--- config.mk ---
export PLATFORM = sky130hd
export DESIGN_NAME = stmd_top
export DESIGN_NICKNAME = d
export VERILOG_FILES = /design/src/stmd_pkg.sv /design/src/stmd_edge.sv /design/src/stmd_prescale.sv /design/src/stmd_top.sv
export SDC_FILE = /design/constraint.sdc
export NUM_CORES = 1
export LEC_CHECK = 0
export BUFFER_PORTS_ARGS = -buffer_cell sky130_fd_sc_hd__buf_4
export CAP_MARGIN = 20
export CORE_AREA = 3 3 119 121
export CTS_CLUSTER_DIAMETER = 120
export DETAILED_ROUTE_END_ITERATION = 10
export DIE_AREA = 0 0 122 124
export PLACE_DENSITY_LB_ADDON = 0.2
export SLEW_MARGIN = 0
export SYNTH_ARGS = -nofsm -noshare
export SYNTH_HDL_FRONTEND = slang
export SYNTH_SLANG_ARGS = --single-unit
--- constraint.sdc ---
create_clock -name pclk -period 2.8 [get_ports pclk]
set_clock_uncertainty 0.15 [all_clocks]
set_input_delay 0.28 -clock pclk [delete_from_list [all_inputs] [get_ports pclk]]
set_output_delay 0.28 -clock pclk [all_outputs]
set_load 0.01 [all_outputs]
--- src/stmd_pkg.sv ---
// Constants shared by the standard timer operating-mode logic
package stmd_pkg;

  // ************************************************************
  // Register byte offsets
  // ************************************************************
  localparam logic [7:0] OFS_CTRL0 = 8'h00;
  localparam logic [7:0] OFS_CTRL1 = 8'h04;
  localparam logic [7:0] OFS_COUNT = 8'h08;
  localparam logic [7:0] OFS_CMPA  = 8'h0C;
  localparam logic [7:0] OFS_CMPP  = 8'h10;
  localparam logic [7:0] OFS_FLAGS = 8'h14;

  // ************************************************************
  // Field positions
  // ************************************************************
  localparam int CTRL0_CLK_LSB  = 4;   // clock select, 3 bits
  localparam int CTRL0_EN_BIT   = 3;   // counter_enable
  localparam int CTRL1_MODE_LSB = 6;   // mode_sel_hi/lo
  localparam int CTRL1_ACT_LSB  = 4;   // pin_action_hi/lo
  localparam int CTRL1_OIL_BIT  = 3;   // output_initial_level
  localparam int CTRL1_INV_BIT  = 2;   // output_invert
  localparam int CTRL1_SWAP_BIT = 1;   // duty_period_swap
  localparam int CTRL1_CLR_BIT  = 0;   // clear_select
  localparam int FLAG_A_BIT     = 0;   // cmp_a_flag
  localparam int FLAG_P_BIT     = 1;   // cmp_p_flag

  // ************************************************************
  // Reset values
  // ************************************************************
  localparam logic [7:0]  RST_CTRL  = 8'h00;
  localparam logic [15:0] RST_CMPA  = 16'h0000;
  localparam logic [7:0]  RST_CMPP  = 8'h00;
  localparam logic [15:0] RST_COUNT = 16'h0000;
  localparam logic [31:0] RST_RDATA = 32'h0000_0000;

  // ************************************************************
  // Modes, pin actions and clock sources
  // ************************************************************
  typedef enum logic [1:0] {
    STMD_MODE_CMP   = 2'b00,
    STMD_MODE_CAP   = 2'b01,
    STMD_MODE_PWM   = 2'b10,
    STMD_MODE_TIMER = 2'b11
  } stmd_mode_e;

  localparam logic [1:0] ACT_NONE   = 2'b00;  // compare: keep / pwm: inactive / cap: rise
  localparam logic [1:0] ACT_LOW    = 2'b01;  // compare: low  / pwm: active   / cap: fall
  localparam logic [1:0] ACT_HIGH   = 2'b10;  // compare: high / pwm: run      / cap: both
  localparam logic [1:0] ACT_TOGGLE = 2'b11;  // compare: toggle / single pulse / cap: off

  localparam logic [2:0] CLK_DIV4    = 3'b000;
  localparam logic [2:0] CLK_DIV1    = 3'b001;
  localparam logic [2:0] CLK_DIV16   = 3'b010;
  localparam logic [2:0] CLK_DIV64   = 3'b011;
  localparam logic [2:0] CLK_SLOW0   = 3'b100;
  localparam logic [2:0] CLK_SLOW1   = 3'b101;
  localparam logic [2:0] CLK_EXT_R   = 3'b110;
  localparam logic [2:0] CLK_EXT_F   = 3'b111;

  // ************************************************************
  // Prescaler terminal counts
  // ************************************************************
  localparam logic [7:0] DIV4_LAST  = 8'h03;
  localparam logic [7:0] DIV16_LAST = 8'h0F;
  localparam logic [7:0] DIV64_LAST = 8'h3F;
  localparam logic [7:0] SLOW_LAST  = 8'hFF;

endpackage

--- src/stmd_edge.sv ---
// Rising and falling edge detector for a synchronous pin
`timescale 1ns/1ps
module stmd_edge (
  // Clock and reset
  input  wire logic pclk,
  input  wire logic presetn,
  // Pin and edges
  input  wire logic pin,
  output logic      rise,
  output logic      fall
);

  typedef struct packed {
    logic prev;
    logic rise;
    logic fall;
  } stmd_edge_s;

  stmd_edge_s s;
  stmd_edge_s next_s;

  always_comb begin
    next_s      = s;
    next_s.prev = pin;
    next_s.rise = pin & ~s.prev;
    next_s.fall = ~pin & s.prev;
  end

  always_ff @(posedge pclk or negedge presetn) begin
    if (!presetn) begin
      s <= '0;
    end else begin
      s <= next_s;
    end
  end

  assign rise = s.rise;
  assign fall = s.fall;

endmodule // stmd_edge

--- src/stmd_prescale.sv ---
// Counter clock enable generator
`timescale 1ns/1ps
module stmd_prescale (
  // Clock and reset
  input  wire logic       pclk,
  input  wire logic       presetn,
  // Source selection
  input  wire logic [2:0] clk_sel,
  input  wire logic       ext_rise,
  input  wire logic       ext_fall,
  // Counter clock enable
  output logic            tick
);

  typedef struct packed {
    logic [7:0] div;
    logic       tick;
  } stmd_pre_s;

  stmd_pre_s s;
  stmd_pre_s next_s;

  always_comb begin
    next_s     = s;
    next_s.div = s.div + 8'h01;
    case (clk_sel)
      stmd_pkg::CLK_DIV4:  next_s.tick = (s.div[1:0] == stmd_pkg::DIV4_LAST[1:0]);
      stmd_pkg::CLK_DIV1:  next_s.tick = 1'b1;
      stmd_pkg::CLK_DIV16: next_s.tick = (s.div[3:0] == stmd_pkg::DIV16_LAST[3:0]);
      stmd_pkg::CLK_DIV64: next_s.tick = (s.div[5:0] == stmd_pkg::DIV64_LAST[5:0]);
      stmd_pkg::CLK_SLOW0,
      stmd_pkg::CLK_SLOW1: next_s.tick = (s.div == stmd_pkg::SLOW_LAST);
      stmd_pkg::CLK_EXT_R: next_s.tick = ext_rise;
      stmd_pkg::CLK_EXT_F: next_s.tick = ext_fall;
      default:             next_s.tick = 1'b0;
    endcase
  end

  always_ff @(posedge pclk or negedge presetn) begin
    if (!presetn) begin
      s <= '0;
    end else begin
      s <= next_s;
    end
  end

  assign tick = s.tick;

endmodule // stmd_prescale

--- src/stmd_top.sv ---
// Standard timer operating modes with APB register access
`timescale 1ns/1ps
module stmd_top (
  // Clock and reset
  input  wire logic        pclk,
  input  wire logic        presetn,
  // APB slave
  input  wire logic        psel,
  input  wire logic        penable,
  input  wire logic        pwrite,
  input  wire logic [7:0]  paddr,
  input  wire logic [31:0] pwdata,
  output logic [31:0]      prdata,
  output logic             pready,
  output logic             pslverr,
  // Pins
  input  wire logic        ext_clock_trigger_pin,
  input  wire logic        capture_input_pin,
  output logic             timer_output_pin,
  output logic             timer_output_en,
  // Status
  output logic             cmp_a_flag,
  output logic             cmp_p_flag
);

  // ************************************************************
  // State
  // ************************************************************
  typedef struct packed {
    logic        counter_enable;
    logic        en_q;
    logic [2:0]  clk_sel;
    logic [1:0]  mode;
    logic [1:0]  pin_action_field;
    logic        output_initial_level;
    logic        output_invert;
    logic        duty_period_swap;
    logic        clear_select;
    logic [15:0] compare_a_value;
    logic [7:0]  compare_p_value;
    logic [15:0] count;
    logic        cmp_a_flag;
    logic        cmp_p_flag;
    logic        pin_lvl;
    logic        pin_out;
    logic        pin_en;
    logic [31:0] prdata;
    logic        pready;
    logic        pslverr;
  } stmd_top_s;

  stmd_top_s s;
  stmd_top_s next_s;

  logic        tick;
  logic        ext_rise;
  logic        ext_fall;
  logic        cap_rise;
  logic        cap_fall;
  logic        start;
  logic        wr;
  logic        match_a;
  logic        a_end;
  logic        p_end;
  logic        is_single;
  logic        cap_edge;
  logic        below_duty;
  logic        pwm_active;
  logic [16:0] duty;
  logic [7:0]  p_less;

  // ************************************************************
  // Pin edges and counter clock enable
  // ************************************************************
  stmd_edge u_ext_edge (
    .pclk    (pclk),
    .presetn (presetn),
    .pin     (ext_clock_trigger_pin),
    .rise    (ext_rise),
    .fall    (ext_fall)
  );

  stmd_edge u_cap_edge (
    .pclk    (pclk),
    .presetn (presetn),
    .pin     (capture_input_pin),
    .rise    (cap_rise),
    .fall    (cap_fall)
  );

  stmd_prescale u_prescale (
    .pclk     (pclk),
    .presetn  (presetn),
    .clk_sel  (s.clk_sel),
    .ext_rise (ext_rise),
    .ext_fall (ext_fall),
    .tick     (tick)
  );

  // ************************************************************
  // Comparators and decode
  // ************************************************************
  assign start     = s.counter_enable & ~s.en_q;
  assign wr        = psel & penable & s.pready & pwrite;
  assign match_a   = (s.count == s.compare_a_value);
  assign a_end     = (s.count == (s.compare_a_value - 16'h0001));
  // P of zero wraps to all ones, so the period ends at overflow
  assign p_less    = s.compare_p_value - 8'h01;
  assign p_end     = (s.count == {p_less, 8'hFF});
  assign is_single = (s.mode == stmd_pkg::STMD_MODE_PWM) &&
                     (s.pin_action_field == stmd_pkg::ACT_TOGGLE);
  assign duty      = s.duty_period_swap ?
                     ((s.compare_p_value == 8'h00) ? 17'h1_0000 :
                      {1'b0, s.compare_p_value, 8'h00}) :
                     {1'b0, s.compare_a_value};
  // Duty at or beyond the period keeps the output active throughout
  assign below_duty = ({1'b0, s.count} < duty);

  always_comb begin
    case (s.pin_action_field)
      stmd_pkg::ACT_NONE: pwm_active = 1'b0;
      stmd_pkg::ACT_LOW:  pwm_active = 1'b1;
      stmd_pkg::ACT_HIGH: pwm_active = below_duty;
      default:            pwm_active = 1'b0;
    endcase
  end

  always_comb begin
    case (s.pin_action_field)
      stmd_pkg::ACT_NONE: cap_edge = cap_rise;
      stmd_pkg::ACT_LOW:  cap_edge = cap_fall;
      stmd_pkg::ACT_HIGH: cap_edge = cap_rise | cap_fall;
      default:            cap_edge = 1'b0;
    endcase
  end

  // ************************************************************
  // Next state
  // ************************************************************
  always_comb begin
    next_s         = s;
    next_s.en_q    = s.counter_enable;
    next_s.pready  = 1'b0;
    next_s.pslverr = 1'b0;

    // Setup cycle: read data and answer are prepared for the access phase
    if (psel && !penable) begin
      next_s.pready = 1'b1;
      next_s.prdata = stmd_pkg::RST_RDATA;
      case (paddr)
        stmd_pkg::OFS_CTRL0: begin
          next_s.prdata[stmd_pkg::CTRL0_CLK_LSB +: 3] = s.clk_sel;
          next_s.prdata[stmd_pkg::CTRL0_EN_BIT]       = s.counter_enable;
        end
        stmd_pkg::OFS_CTRL1: begin
          next_s.prdata[stmd_pkg::CTRL1_MODE_LSB +: 2] = s.mode;
          next_s.prdata[stmd_pkg::CTRL1_ACT_LSB +: 2]  = s.pin_action_field;
          next_s.prdata[stmd_pkg::CTRL1_OIL_BIT]       = s.output_initial_level;
          next_s.prdata[stmd_pkg::CTRL1_INV_BIT]       = s.output_invert;
          next_s.prdata[stmd_pkg::CTRL1_SWAP_BIT]      = s.duty_period_swap;
          next_s.prdata[stmd_pkg::CTRL1_CLR_BIT]       = s.clear_select;
        end
        stmd_pkg::OFS_COUNT: next_s.prdata[15:0] = s.count;
        stmd_pkg::OFS_CMPA:  next_s.prdata[15:0] = s.compare_a_value;
        stmd_pkg::OFS_CMPP:  next_s.prdata[7:0]  = s.compare_p_value;
        stmd_pkg::OFS_FLAGS: begin
          next_s.prdata[stmd_pkg::FLAG_A_BIT] = s.cmp_a_flag;
          next_s.prdata[stmd_pkg::FLAG_P_BIT] = s.cmp_p_flag;
        end
        default: next_s.pslverr = 1'b1;
      endcase
    end

    // Register writes take effect at the completing access edge
    if (wr) begin
      case (paddr)
        stmd_pkg::OFS_CTRL0: begin
          next_s.clk_sel        = pwdata[stmd_pkg::CTRL0_CLK_LSB +: 3];
          next_s.counter_enable = pwdata[stmd_pkg::CTRL0_EN_BIT];
        end
        stmd_pkg::OFS_CTRL1: begin
          next_s.mode                 = pwdata[stmd_pkg::CTRL1_MODE_LSB +: 2];
          next_s.pin_action_field     = pwdata[stmd_pkg::CTRL1_ACT_LSB +: 2];
          next_s.output_initial_level = pwdata[stmd_pkg::CTRL1_OIL_BIT];
          next_s.output_invert        = pwdata[stmd_pkg::CTRL1_INV_BIT];
          next_s.duty_period_swap     = pwdata[stmd_pkg::CTRL1_SWAP_BIT];
          next_s.clear_select         = pwdata[stmd_pkg::CTRL1_CLR_BIT];
        end
        stmd_pkg::OFS_CMPA: next_s.compare_a_value = pwdata[15:0];
        stmd_pkg::OFS_CMPP: next_s.compare_p_value = pwdata[7:0];
        stmd_pkg::OFS_FLAGS: begin
          if (pwdata[stmd_pkg::FLAG_A_BIT]) begin
            next_s.cmp_a_flag = 1'b0;
          end
          if (pwdata[stmd_pkg::FLAG_P_BIT]) begin
            next_s.cmp_p_flag = 1'b0;
          end
        end
        default: ;
      endcase
    end

    // Hardware events below override software writes in the same cycle
    if (is_single && !s.counter_enable && ext_rise) begin
      next_s.counter_enable = 1'b1;
    end

    if (start) begin
      next_s.count = stmd_pkg::RST_COUNT;
      if (s.mode == stmd_pkg::STMD_MODE_CMP) begin
        next_s.pin_lvl = s.output_initial_level;
      end
    end else if (s.counter_enable && tick) begin
      next_s.count = s.count + 16'h0001;
      case (s.mode)
        stmd_pkg::STMD_MODE_CMP,
        stmd_pkg::STMD_MODE_TIMER: begin
          if (match_a) begin
            next_s.cmp_a_flag = 1'b1;
            if (s.mode == stmd_pkg::STMD_MODE_CMP) begin
              case (s.pin_action_field)
                stmd_pkg::ACT_LOW:    next_s.pin_lvl = 1'b0;
                stmd_pkg::ACT_HIGH:   next_s.pin_lvl = 1'b1;
                stmd_pkg::ACT_TOGGLE: next_s.pin_lvl = ~s.pin_lvl;
                default:              next_s.pin_lvl = s.pin_lvl;
              endcase
            end
          end
          if (s.clear_select) begin
            if (match_a) begin
              next_s.count = stmd_pkg::RST_COUNT;
            end
          end else if (p_end) begin
            next_s.count      = stmd_pkg::RST_COUNT;
            next_s.cmp_p_flag = 1'b1;
          end
        end
        stmd_pkg::STMD_MODE_PWM: begin
          if (is_single) begin
            if (match_a) begin
              next_s.counter_enable = 1'b0;
              next_s.cmp_a_flag     = 1'b1;
            end
          end else begin
            if (s.duty_period_swap ? a_end : match_a) begin
              next_s.cmp_a_flag = 1'b1;
            end
            if (p_end) begin
              next_s.cmp_p_flag = 1'b1;
            end
            if (s.duty_period_swap ? a_end : p_end) begin
              next_s.count = stmd_pkg::RST_COUNT;
            end
          end
        end
        stmd_pkg::STMD_MODE_CAP: begin
          if (p_end) begin
            next_s.count      = stmd_pkg::RST_COUNT;
            next_s.cmp_p_flag = 1'b1;
          end
        end
        default: ;
      endcase
    end

    if (s.mode == stmd_pkg::STMD_MODE_CAP && s.counter_enable && cap_edge) begin
      next_s.compare_a_value = s.count;
      next_s.cmp_a_flag      = 1'b1;
    end

    // Waveform modes drive the level from the running count or enable
    if (s.mode == stmd_pkg::STMD_MODE_PWM) begin
      if (is_single) begin
        next_s.pin_lvl = next_s.counter_enable ? s.output_initial_level
                                               : ~s.output_initial_level;
      end else begin
        next_s.pin_lvl = pwm_active ? s.output_initial_level
                                    : ~s.output_initial_level;
      end
    end

    next_s.pin_out = next_s.pin_lvl ^ next_s.output_invert;
    next_s.pin_en  = (next_s.mode == stmd_pkg::STMD_MODE_CMP) ||
                     (next_s.mode == stmd_pkg::STMD_MODE_PWM);
  end

  always_ff @(posedge pclk or negedge presetn) begin
    if (!presetn) begin
      s <= '0;
    end else begin
      s <= next_s;
    end
  end

  // ************************************************************
  // Outputs
  // ************************************************************
  assign prdata           = s.prdata;
  assign pready           = s.pready;
  assign pslverr          = s.pslverr;
  assign timer_output_pin = s.pin_out;
  assign timer_output_en  = s.pin_en;
  assign cmp_a_flag       = s.cmp_a_flag;
  assign cmp_p_flag       = s.cmp_p_flag;

  // ************************************************************
  // Assertions
  // ************************************************************
  enable_rise_zero_a: assert property (@(posedge pclk) disable iff (!presetn)
    start |=> (s.count == 16'h0000))
    else $error("counter not zeroed after enable rise");

  initial_level_a: assert property (@(posedge pclk) disable iff (!presetn)
    (start && s.mode == stmd_pkg::STMD_MODE_CMP) |=>
      (s.pin_lvl == $past(s.output_initial_level)))
    else $error("pin not loaded with initial level");

  pin_only_a_a: assert property (@(posedge pclk) disable iff (!presetn)
    (s.mode == stmd_pkg::STMD_MODE_CMP && !start &&
     !(s.counter_enable && tick && match_a)) |=> $stable(s.pin_lvl))
    else $error("pin moved without comparator A match");

  no_p_flag_a: assert property (@(posedge pclk) disable iff (!presetn)
    (s.mode == stmd_pkg::STMD_MODE_CMP && s.clear_select && !s.cmp_p_flag) |=>
      !s.cmp_p_flag)
    else $error("P flag raised with clear-select set");

  p_clear_a: assert property (@(posedge pclk) disable iff (!presetn)
    (s.mode inside {stmd_pkg::STMD_MODE_CMP, stmd_pkg::STMD_MODE_TIMER} && !s.clear_select &&
     s.counter_enable && tick && !start && p_end) |=> (s.count == 16'h0000 && s.cmp_p_flag))
    else $error("P match did not clear counter and flag");

  pulse_end_a: assert property (@(posedge pclk) disable iff (!presetn)
    (is_single && s.counter_enable && tick && !start && match_a) |=>
      (!s.counter_enable && s.cmp_a_flag &&
       s.pin_lvl == !$past(s.output_initial_level)))
    else $error("single pulse did not end on A match");

  capture_copy_a: assert property (@(posedge pclk) disable iff (!presetn)
    (s.mode == stmd_pkg::STMD_MODE_CAP && s.counter_enable && cap_edge) |=>
      (s.compare_a_value == $past(s.count) && s.cmp_a_flag))
    else $error("capture did not copy the counter");

  flag_hold_a: assert property (@(posedge pclk) disable iff (!presetn)
    (s.cmp_a_flag && !(wr && paddr == stmd_pkg::OFS_FLAGS &&
     pwdata[stmd_pkg::FLAG_A_BIT])) |=> s.cmp_a_flag)
    else $error("A flag dropped without software clear");

endmodule // stmd_top

==> Yosys cells after proc, flatten, opt, wreduce, memory -nomap -nowiden <==
Cells that the tools add are included.
{ "classes": {"n_addsub": 4, "multipliers": 0, "div_mod_pow": 0, "order_cmp": 1, "eq_ne": 26, "n_shift": 0, "mux": 59, "bitwise_logic": 17, "n_reduce_logical": 26} }
{ "ops": {"columns": ["op", "n"], "rows": [
  ["$mux 16", 8],
  ["$eq 16x16->1", 3],
  ["$pmux 16 s3", 1],
  ["$mux 17", 2],
  ["$mux 32", 1],
  ["$mux 1", 29],
  ["$pmux 4 s5", 1],
  ["$mux 19", 1],
  ["$lt 16x17->1", 1],
  ["$add 16x1->16 const B", 1],
  ["$eq 8x4->1 const B", 2],
  ["$eq 8x5->1 const B", 2],
  ["$logic_not 8->1", 2],
  ["$mux 8", 2],
  ["$pmux 8 s2", 1],
  ["$sub 16x1->16 const B", 1],
  ["$eq 2x2->1 const B", 6],
  ["$eq 3x3->1 const B", 4],
  ["$pmux 2 s5", 1],
  ["$pmux 1 s3", 3],
  ["$add 8x1->8 const B", 1],
  ["$and 1x1->1", 8],
  ["$eq 8x3->1 const B", 1],
  ["$eq 8x8->1 const B", 1],
  ["other kinds (22)", 50]
]} }
{ "totals": {"ff_bits": 91, "latch_bits": 0, "ramBits": 0, "mem_bits_ro": 0, "inputBits": 47, "out_inout_bits": 38, "elab_cells": 161, "memories": 0} }

==> Depth between registers and ports, before layout <==
Gate-level depths: netlist (run 1).
{ "depth": {"ltp_word": 14, "mapped_depth": 14, "ltp_nobuf": 14} }

==> By module <==
A second synthesis (run 1) with hierarchy kept.
{ "hier_totals": {"hier_cells": 699, "area_unflattened_um2": 6329.8} }
{ "by_module_without_submodules": {"columns": ["module", "n_inst", "cells_per_inst", "area_each_um2", "seq_area_each_um2"], "rows": [
  ["stmd_top", 1, 655, 5746.8, 1901.8],
  ["stmd_prescale", 1, 34, 402.9, 225.2],
  ["stmd_edge", 2, 5, 90.1, 75.1]
]} }

==> Least setup slack after synthesis (run 1) <==
Ideal clock, no wire load.
{ "synth_timing": {"path_type": "register -> register", "from": "reg s[80] (netlist bit)", "to": "reg s, in the netlist timer_output_pin", "arrival_time_ns": 2.870, "required_time_ns": 2.571, "setup_slack_ns": -0.300, "stages_incl_launch_ff": 13, "path_buffers": 2, "period_less_slack_ns": 3.100, "path_cell_list": "dfrtp_1 clkbuf_1 clkbuf_1 mux2i_1 ha_1 a21o_1 a21o_1 a21o_1 a221o_1 a31oi_1 o21ai_1 a31oi_1 xor2_1"} }
{ "synth_lines": {"columns": ["item", "line", "text"], "rows": [
  ["start: declaration", "stmd_top.sv:52", "stmd_top_s s;"],
  ["start signal: assignment", "stmd_top.sv:291", "s <= next_s;"]
]} }

==> flow_metrics.tcl, run 1 <==
set metrics [dict create \
    cts_tree "done" \
    mostFrequentLayoutCell "buf_4" \
    coreArea_mm2 0.0132 \
    reg2reg_from "s[58]" \
    vdd_drop_max_mv 0.498 \
    clk_latency_ns 0.36 \
    start_kind "flop" \
    final_cell_mix "buf_4, dfrtp_1, nand2_1, o21ai_0, mux2i_1" \
    synth_xor_area_share_pct 5.76 \
    grtUsageTotal_pct 25.4 \
    status "complete, but fails checks" \
    yosys_register_bits 91 \
    worstMarginPinSlew_ns 0.533 \
    hold_start "pwdata[6]" \
    crit_type "reg2reg" \
    synth_warnings 0 \
    synth_top_family_by_area "simple AND/OR/NAND/NOR gates" \
    die-area_mm2 0.0151 \
    gp_congestion 0.994 \
    wirelength_mm 18.6 \
    drc 0 \
    hold_end "s[89]" \
    yosysUniqueCellTypes 67 \
    wl_per_cell_um 19.4 \
    hold_path.class "in2reg" \
    grt_pass1_vias 5421 \
    die_w_um 122 \
    avgSynthCellArea_um2 9.17 \
    multiInputGateArea_mm2 0.00380 \
    hpwl_mm 14.2 \
    drive_gt1_share_pct 26.4 \
    diodes 0 \
    holdPathStages 3 \
    dr_total_vias 5612 \
    clock_path_buffers 2 \
    violations "negative setup slack" \
    portBuffers 52 \
    cp_max_fo 2 \
    cts_buffers 9 \
    period_needed_ns 3.02 \
    timing.final.ws_setup_ns -0.215 \
    pin_count 85 \
    ant_nets 0 \
    yosysSeqAreaShare_pct 35.7 \
    cts-root-buf "clkbuf_16" \
    synth_top_cell_by_area "dfrtp_1" \
    synth.area.top_cells "dfrtp_1, mux2i_1, ha_1" \
    power_density_mw_per_mm2 351 \
    synth_top_area_share_pct 35.7 \
    grt_pass1_wl_mm 29.3 \
    dieHeight_um 124 \
    crit_arrival_ns 3.15 \
    grt_antenna_before_repair 0 \
    reg2reg_slack_ns -0.22 \
    synth.area.mux_share_pct 9.94 \
    endpoint_kind "flop" \
    setup_viol 18 \
    first_iter_violations 365 \
    fin_area_mm2 0.00780 \
    hold_viol 0 \
    dp_cells 933 \
    synth_edf_count 0 \
    synthCells 696 \
    path_clk_slew_ns 0.07 \
    slew_headroom_pct 64.2 \
    min_period_over_period_pct 108 \
    max_freq_ghz 0.332 \
    synthAdderAreaFrac_pct 5.68 \
    rsz0062_at_grt "yes" \
    synth_compound_area_share_pct 16.9 \
    row_count 42 \
    synthFlopType "dfrtp_1" \
    total_power_mw 2.74 \
    grt-ovfl-total 0 \
    seq_area_mm2 0.00228 \
    syn-cell-area_mm2 0.00638 \
    vias_per_cell 5.85 \
    slew_violations 0 \
    power_leakage_nw 3.68 \
    initial_utilization_pct 48.4 \
    yosys.area_share.simple_pct 17.8 \
    crit_required_ns 2.94 \
    ctsHtreeMaxLevel 3 \
    final_nets 855 \
    stdcell_count 960 \
    cap_violations 0 \
    synthArstFlopShare_pct 100 \
    grt_max_degree 60 \
    nFillCells 1165 \
    placed_area_mm2 0.00723 \
    cts.sinks 91 \
    synthToLayoutAreaGrowth_pct 22.2 \
    timing.rr.end "timer_output_pin" \
    drt_first_pass_iters 5 \
    rr_worst_depth 12 \
]
-- Yosys cell counts (all sizes together), types with 6 or more instances --
library cell,n
nand4,13
nor4,7
a211oi,7
nand2,71
nor3,14
a31oi,6
or3,13
nor2b,7
mux2i,42
a21o,17
ha,29
a221oi,15
nor2,23
xnor2,29
a21oi,16
inv,20
a22oi,9
buf,39
mux2,19
and3,7
xor2,13
nand3,9
dfrtp,91
o22ai,8
o21ai,57
nand2b,18
clkbuf,44
-- through the flow --
stage          util (%)  setup WS (ns)  hold slack [ns]  TNS (ns)
2_1_floorplan         -         -0.181           -0.166    -0.237
3_3_place_gp       54.8         -0.212            0.110     -2.01
3_5_place_dp       54.8         -0.275            0.120     -3.09
4_1_cts            57.8         -0.201           0.0135     -3.01
5_1_grt            59.1         -0.308           0.0293     -4.73
6_report           59.1         -0.215           0.0313     -2.92
-- how the worst max path moves through the flow --
stage	endpoint	from	slack [ns]	depth (start not counted)
after floorplan	timer_output_pin	s[58]	-0.18	13
after global routing	timer_output_pin	s[58]	-0.31	12
after detailed placement	timer_output_pin	s[60]	-0.27	12
after CTS	s[41]	s[58]	-0.20	10
final	timer_output_pin	s[58]	-0.22	12
after global placement	timer_output_pin	s[60]	-0.21	12
-- area by class of cell --
cell class,instances,area share (%)
timing repair buffer,140,14.4
clock inverter,6,0.738
sequential,91,29.2
inverter,20,0.962
tap,176,2.82
multi-input combinational,517,48.8
clock buffer,10,3.06
-- kinds of logic (layout without fill, tap and decap cells) --
logic type	count (synthesis)	count (layout)
XOR/XNOR	42	42
buffers and inverters	103	176
multiplexers	61	61
AO/OA/AOI/OAI	159	159
flip-flops	91	91
AND/OR/NAND/NOR	210	210
other	1	16
adder cells (fa/ha/maj)	29	29
-- report_power, final --
| part | switching, mW | total [mW] | internal [mW] | leakage, nW |
|---|---|---|---|---|
| combinational | 0.0972 | 0.166 | 0.0688 | 2.41 |
| sequential | 0.00913 | 1.34 | 1.33 | 1.13 |
| clock | 0.583 | 1.24 | 0.652 | 0.148 |
-- what timing repair did --
| action | 4_1_cts | 5_1_grt |
|---|---|---|
| cloned | 1 | 0 |
| setup buffers | 2 | 4 |
| hold buffers | 3 | 0 |
| hold endpoints to repair | 36 | 0 |
| pin swaps | 10 | 8 |
| gates resized for setup | 9 | 21 |
| endpoints found under the setup margin | 18 | 18 |
-- state kept, by name (all words and copies together) (netlist names), named ones only --
| register | cells |
|---|---|
| cmp_p_flag | 1 |
| u_cap_edge.rise | 1 |
| u_ext_edge.rise | 1 |
| pready | 1 |
| timer_output_pin | 1 |
| u_ext_edge.fall | 1 |
| u_cap_edge.fall | 1 |
| next_s | 1 |
| timer_output_en | 1 |
| s | 51 |
| u_ext_edge.s | 1 |
| u_cap_edge.s | 1 |
| pslverr | 1 |
| u_prescale.s | 8 |
| prdata | 16 |
| u_prescale.tick | 1 |
| cmp_a_flag | 1 |
-- layer usage --
metal  part of all wire [%]  GRT usage (%)  up-vias
li1                       -              -     2625
met1                     44           33.5     2740
met2                     47           40.7      207
met3                    6.7           5.86       40
met4                    2.5           9.80        0
met5                      0              0        -
-- worst max-delay path: stages, from the launching register on --
cell	delay (ns)
dfrtp_1	0.38
or4_4	0.55
or4_4	0.44
nand2_2	0.09
ha_4	0.12
a21o_1	0.10
a21o_1	0.11
a21o_1	0.11
a221o_1	0.16
a31oi_1	0.06
or3_1	0.34
a31oi_2	0.18
xor2_1	0.15
No activity file was read; power rests on OpenSTA's default activity.
==> run 2, diff against run 1 <==
SETUP_SLACK_MARGIN = 0.02   (was default)
clock period = 3.9 ns   (was 2.8 ns; I/O delays follow)
==> run 2 against run 1 <==
Compared with the run above: the run now ends clean; wire length is 8.9% lower; critical path depth is 2 lower; utilization is 5.3 points lower; fmax is 13% lower; sequential share of layout area is 2.9 points higher; register-to-register slack better by 0.66 ns; power is 27% lower; global-route usage is 1.9 points lower; final cell count is 7.3% lower; count of clock-buffer cells in the layout is 1 lower; critical path type unchanged; critical endpoint is now s[41]; largest cell class unchanged.
==> flow_metrics.tcl, run 2 (synthesis gave the netlist of run 1 again) <==
set metrics [dict create \
    first_iter_violations 410 \
    period_needed_ns 3.46 \
    clock_path_buffers 2 \
    timing.rr.end "s[41]" \
    grt_antenna_before_repair 0 \
    path_cells "inv_1 -> ha_1 -> nor2b_1 -> nand4_1 -> xnor2_1 -> mux2i_1 -> o22a_1 -> o31ai_4 -> a21oi_2 -> a311o_1" \
    nFillCells 1222 \
    cts-root-buf "clkbuf_16" \
    crit_required_ns 3.99 \
    worstMarginPinSlew_ns 1.13 \
    hold_start "pwdata[7]" \
    drc 0 \
    reg2reg_slack_ns 0.44 \
    gp_congestion 0.905 \
    min_period_over_period_pct 88.7 \
    cp_num_buf_inv 1 \
    crit_type "reg2reg" \
    pin_count 85 \
    cts.sinks 91 \
    slew_headroom_pct 25.0 \
    fin_area_mm2 0.00710 \
    die_w_um 122 \
    hold_path.class "in2reg" \
    cts_buffers 9 \
    slowest_delay_ns 0.49 \
    placed_area_mm2 0.00673 \
    cp_max_fo 10 \
    final_cell_mix "dfrtp_1, nand2_1, buf_4, o21ai_0, mux2i_1" \
    cp_slowest_cell "dfrtp_1" \
    slew_violations 0 \
    ant_nets 0 \
    max_freq_ghz 0.289 \
    grt_pass1_wl_mm 27.5 \
    vias_per_cell 5.90 \
    path_clk_slew_ns 0.07 \
    wl_per_cell_um 19.1 \
    row_count 42 \
    drt_first_pass_iters 7 \
    drive_gt1_share_pct 16.4 \
    crit_arrival_ns 3.55 \
    dr_total_vias 5255 \
    wirelength_mm 17.0 \
    coreArea_mm2 0.0132 \
    initial_utilization_pct 48.4 \
    final.setup.tns_ns 0 \
    cts_setup_buffers 0 \
    largest_register_ffs 51 \
    dieHeight_um 124 \
    synthToLayoutAreaGrowth_pct 11.2 \
    grt_pass1_vias 4998 \
    holdPathStages 2 \
    timing.final.ws_setup_ns 0.442 \
    vdd_drop_max_mv 0.263 \
    hold_viol 0 \
    power_density_mw_per_mm2 282 \
    status "finished, final reports clean" \
    post-place-ws_ns 0.527 \
    rr_worst_depth 10 \
    setup_viol 0 \
    cts_tree "done" \
    rsz0062_at_grt "no" \
    cap_violations 0 \
    die-area_mm2 0.0151 \
    diodes 0 \
    grt_max_degree 81 \
    start_kind "flop" \
    mostFrequentLayoutCell "dfrtp_1" \
    regMostFlops "s" \
    hpwl_mm 12.6 \
    final_nets 785 \
    power_leakage_nw 3.31 \
    grt-ovfl-total 0 \
    clk_latency_ns 0.36 \
    ctsHtreeMaxLevel 3 \
    crit_family "compound AO/OA/AOI/OAI gates" \
    portBuffers 52 \
    endpoint_kind "flop" \
    reg2reg_from "s[63]" \
    grtUsageTotal_pct 23.5 \
]
==> run 2: cell count changes in the layout (fill, tap and decap cells not counted), moves of 2 or more <==
cell      previous run  this run
a221oi_1             3        15
a221oi_2            12         0
buf_12               3         0
buf_4              129        66
buf_6                2         0
buf_8                3         0
==> run 2: where the power goes <==
part	switching (mW)	internal [mW]	total, mW
registers	0.00783	0.952	0.960
logic	0.0632	0.0450	0.108
clock network	0.423	0.514	0.937
==> run 2: worst max path at each step <==
stage | from | endpoint | cells past startpoint | slack (ns)
floorplan | s[80] | timer_output_pin | 12 | 0.80
global placement | s[59] | timer_output_pin | 12 | 0.58
detailed placement | s[63] | s[41] | 10 | 0.53
CTS | s[63] | s[41] | 10 | 0.49
global route | s[63] | s[41] | 10 | 0.16
finish | s[63] | s[41] | 10 | 0.44
==> run 2: cell type report <==
| type | count | area [um^2] | share of cell area (%) |
|---|---|---|---|
| multi-input combinational | 517 | 3660 | 51.5 |
| sequential | 91 | 2280 | 32.1 |
| timing repair buffer | 70 | 553 | 7.79 |
| clock buffer | 9 | 225 | 3.17 |
| tap | 176 | 220 | 3.10 |
| clock inverter | 7 | 91.3 | 1.29 |
| inverter | 20 | 75.1 | 1.06 |
==> run 2: metal layers <==
| layer | global-route usage, % | wire length (um) | vias up |
|---|---|---|---|
| met5 | 0 | 0 | - |
| met4 | 9.38 | 423 | 0 |
| met3 | 3.77 | 998 | 27 |
| met2 | 36.8 | 7890 | 165 |
| met1 | 32.6 | 7670 | 2585 |
| li1 | - | - | 2478 |
==> run 2: worst reg2reg max path: stages, from the launching register on <==
cell	delay [ns]
dfrtp_1	0.49
inv_1	0.10
ha_1	0.24
nor2b_1	0.49
nand4_1	0.29
xnor2_1	0.23
mux2i_1	0.09
o22a_1	0.25
o31ai_4	0.47
a21oi_2	0.17
a311o_1	0.39
==> run 2: timing repair <==
item,in CTS,in global routing
resized for setup,0,0
hold buffers,2,1
endpoints found under the hold margin,2,29
==> run 2: per-stage QoR <==
| step | util (%) | std cells | total power [mW] | hold WS, ns |
|---|---|---|---|---|
| 2_1_floorplan | - | 711 | 1.03 | -0.0556 |
| 3_3_place_gp | 51.0 | 870 | 1.08 | 0.253 |
| 3_5_place_dp | 51.0 | 870 | 1.08 | 0.271 |
| 4_1_cts | 53.5 | 888 | 2.02 | 0.0921 |
| 5_1_grt | 53.8 | 890 | 2.09 | 0.124 |
| 6_report | 53.8 | 890 | 2.00 | 0.128 |
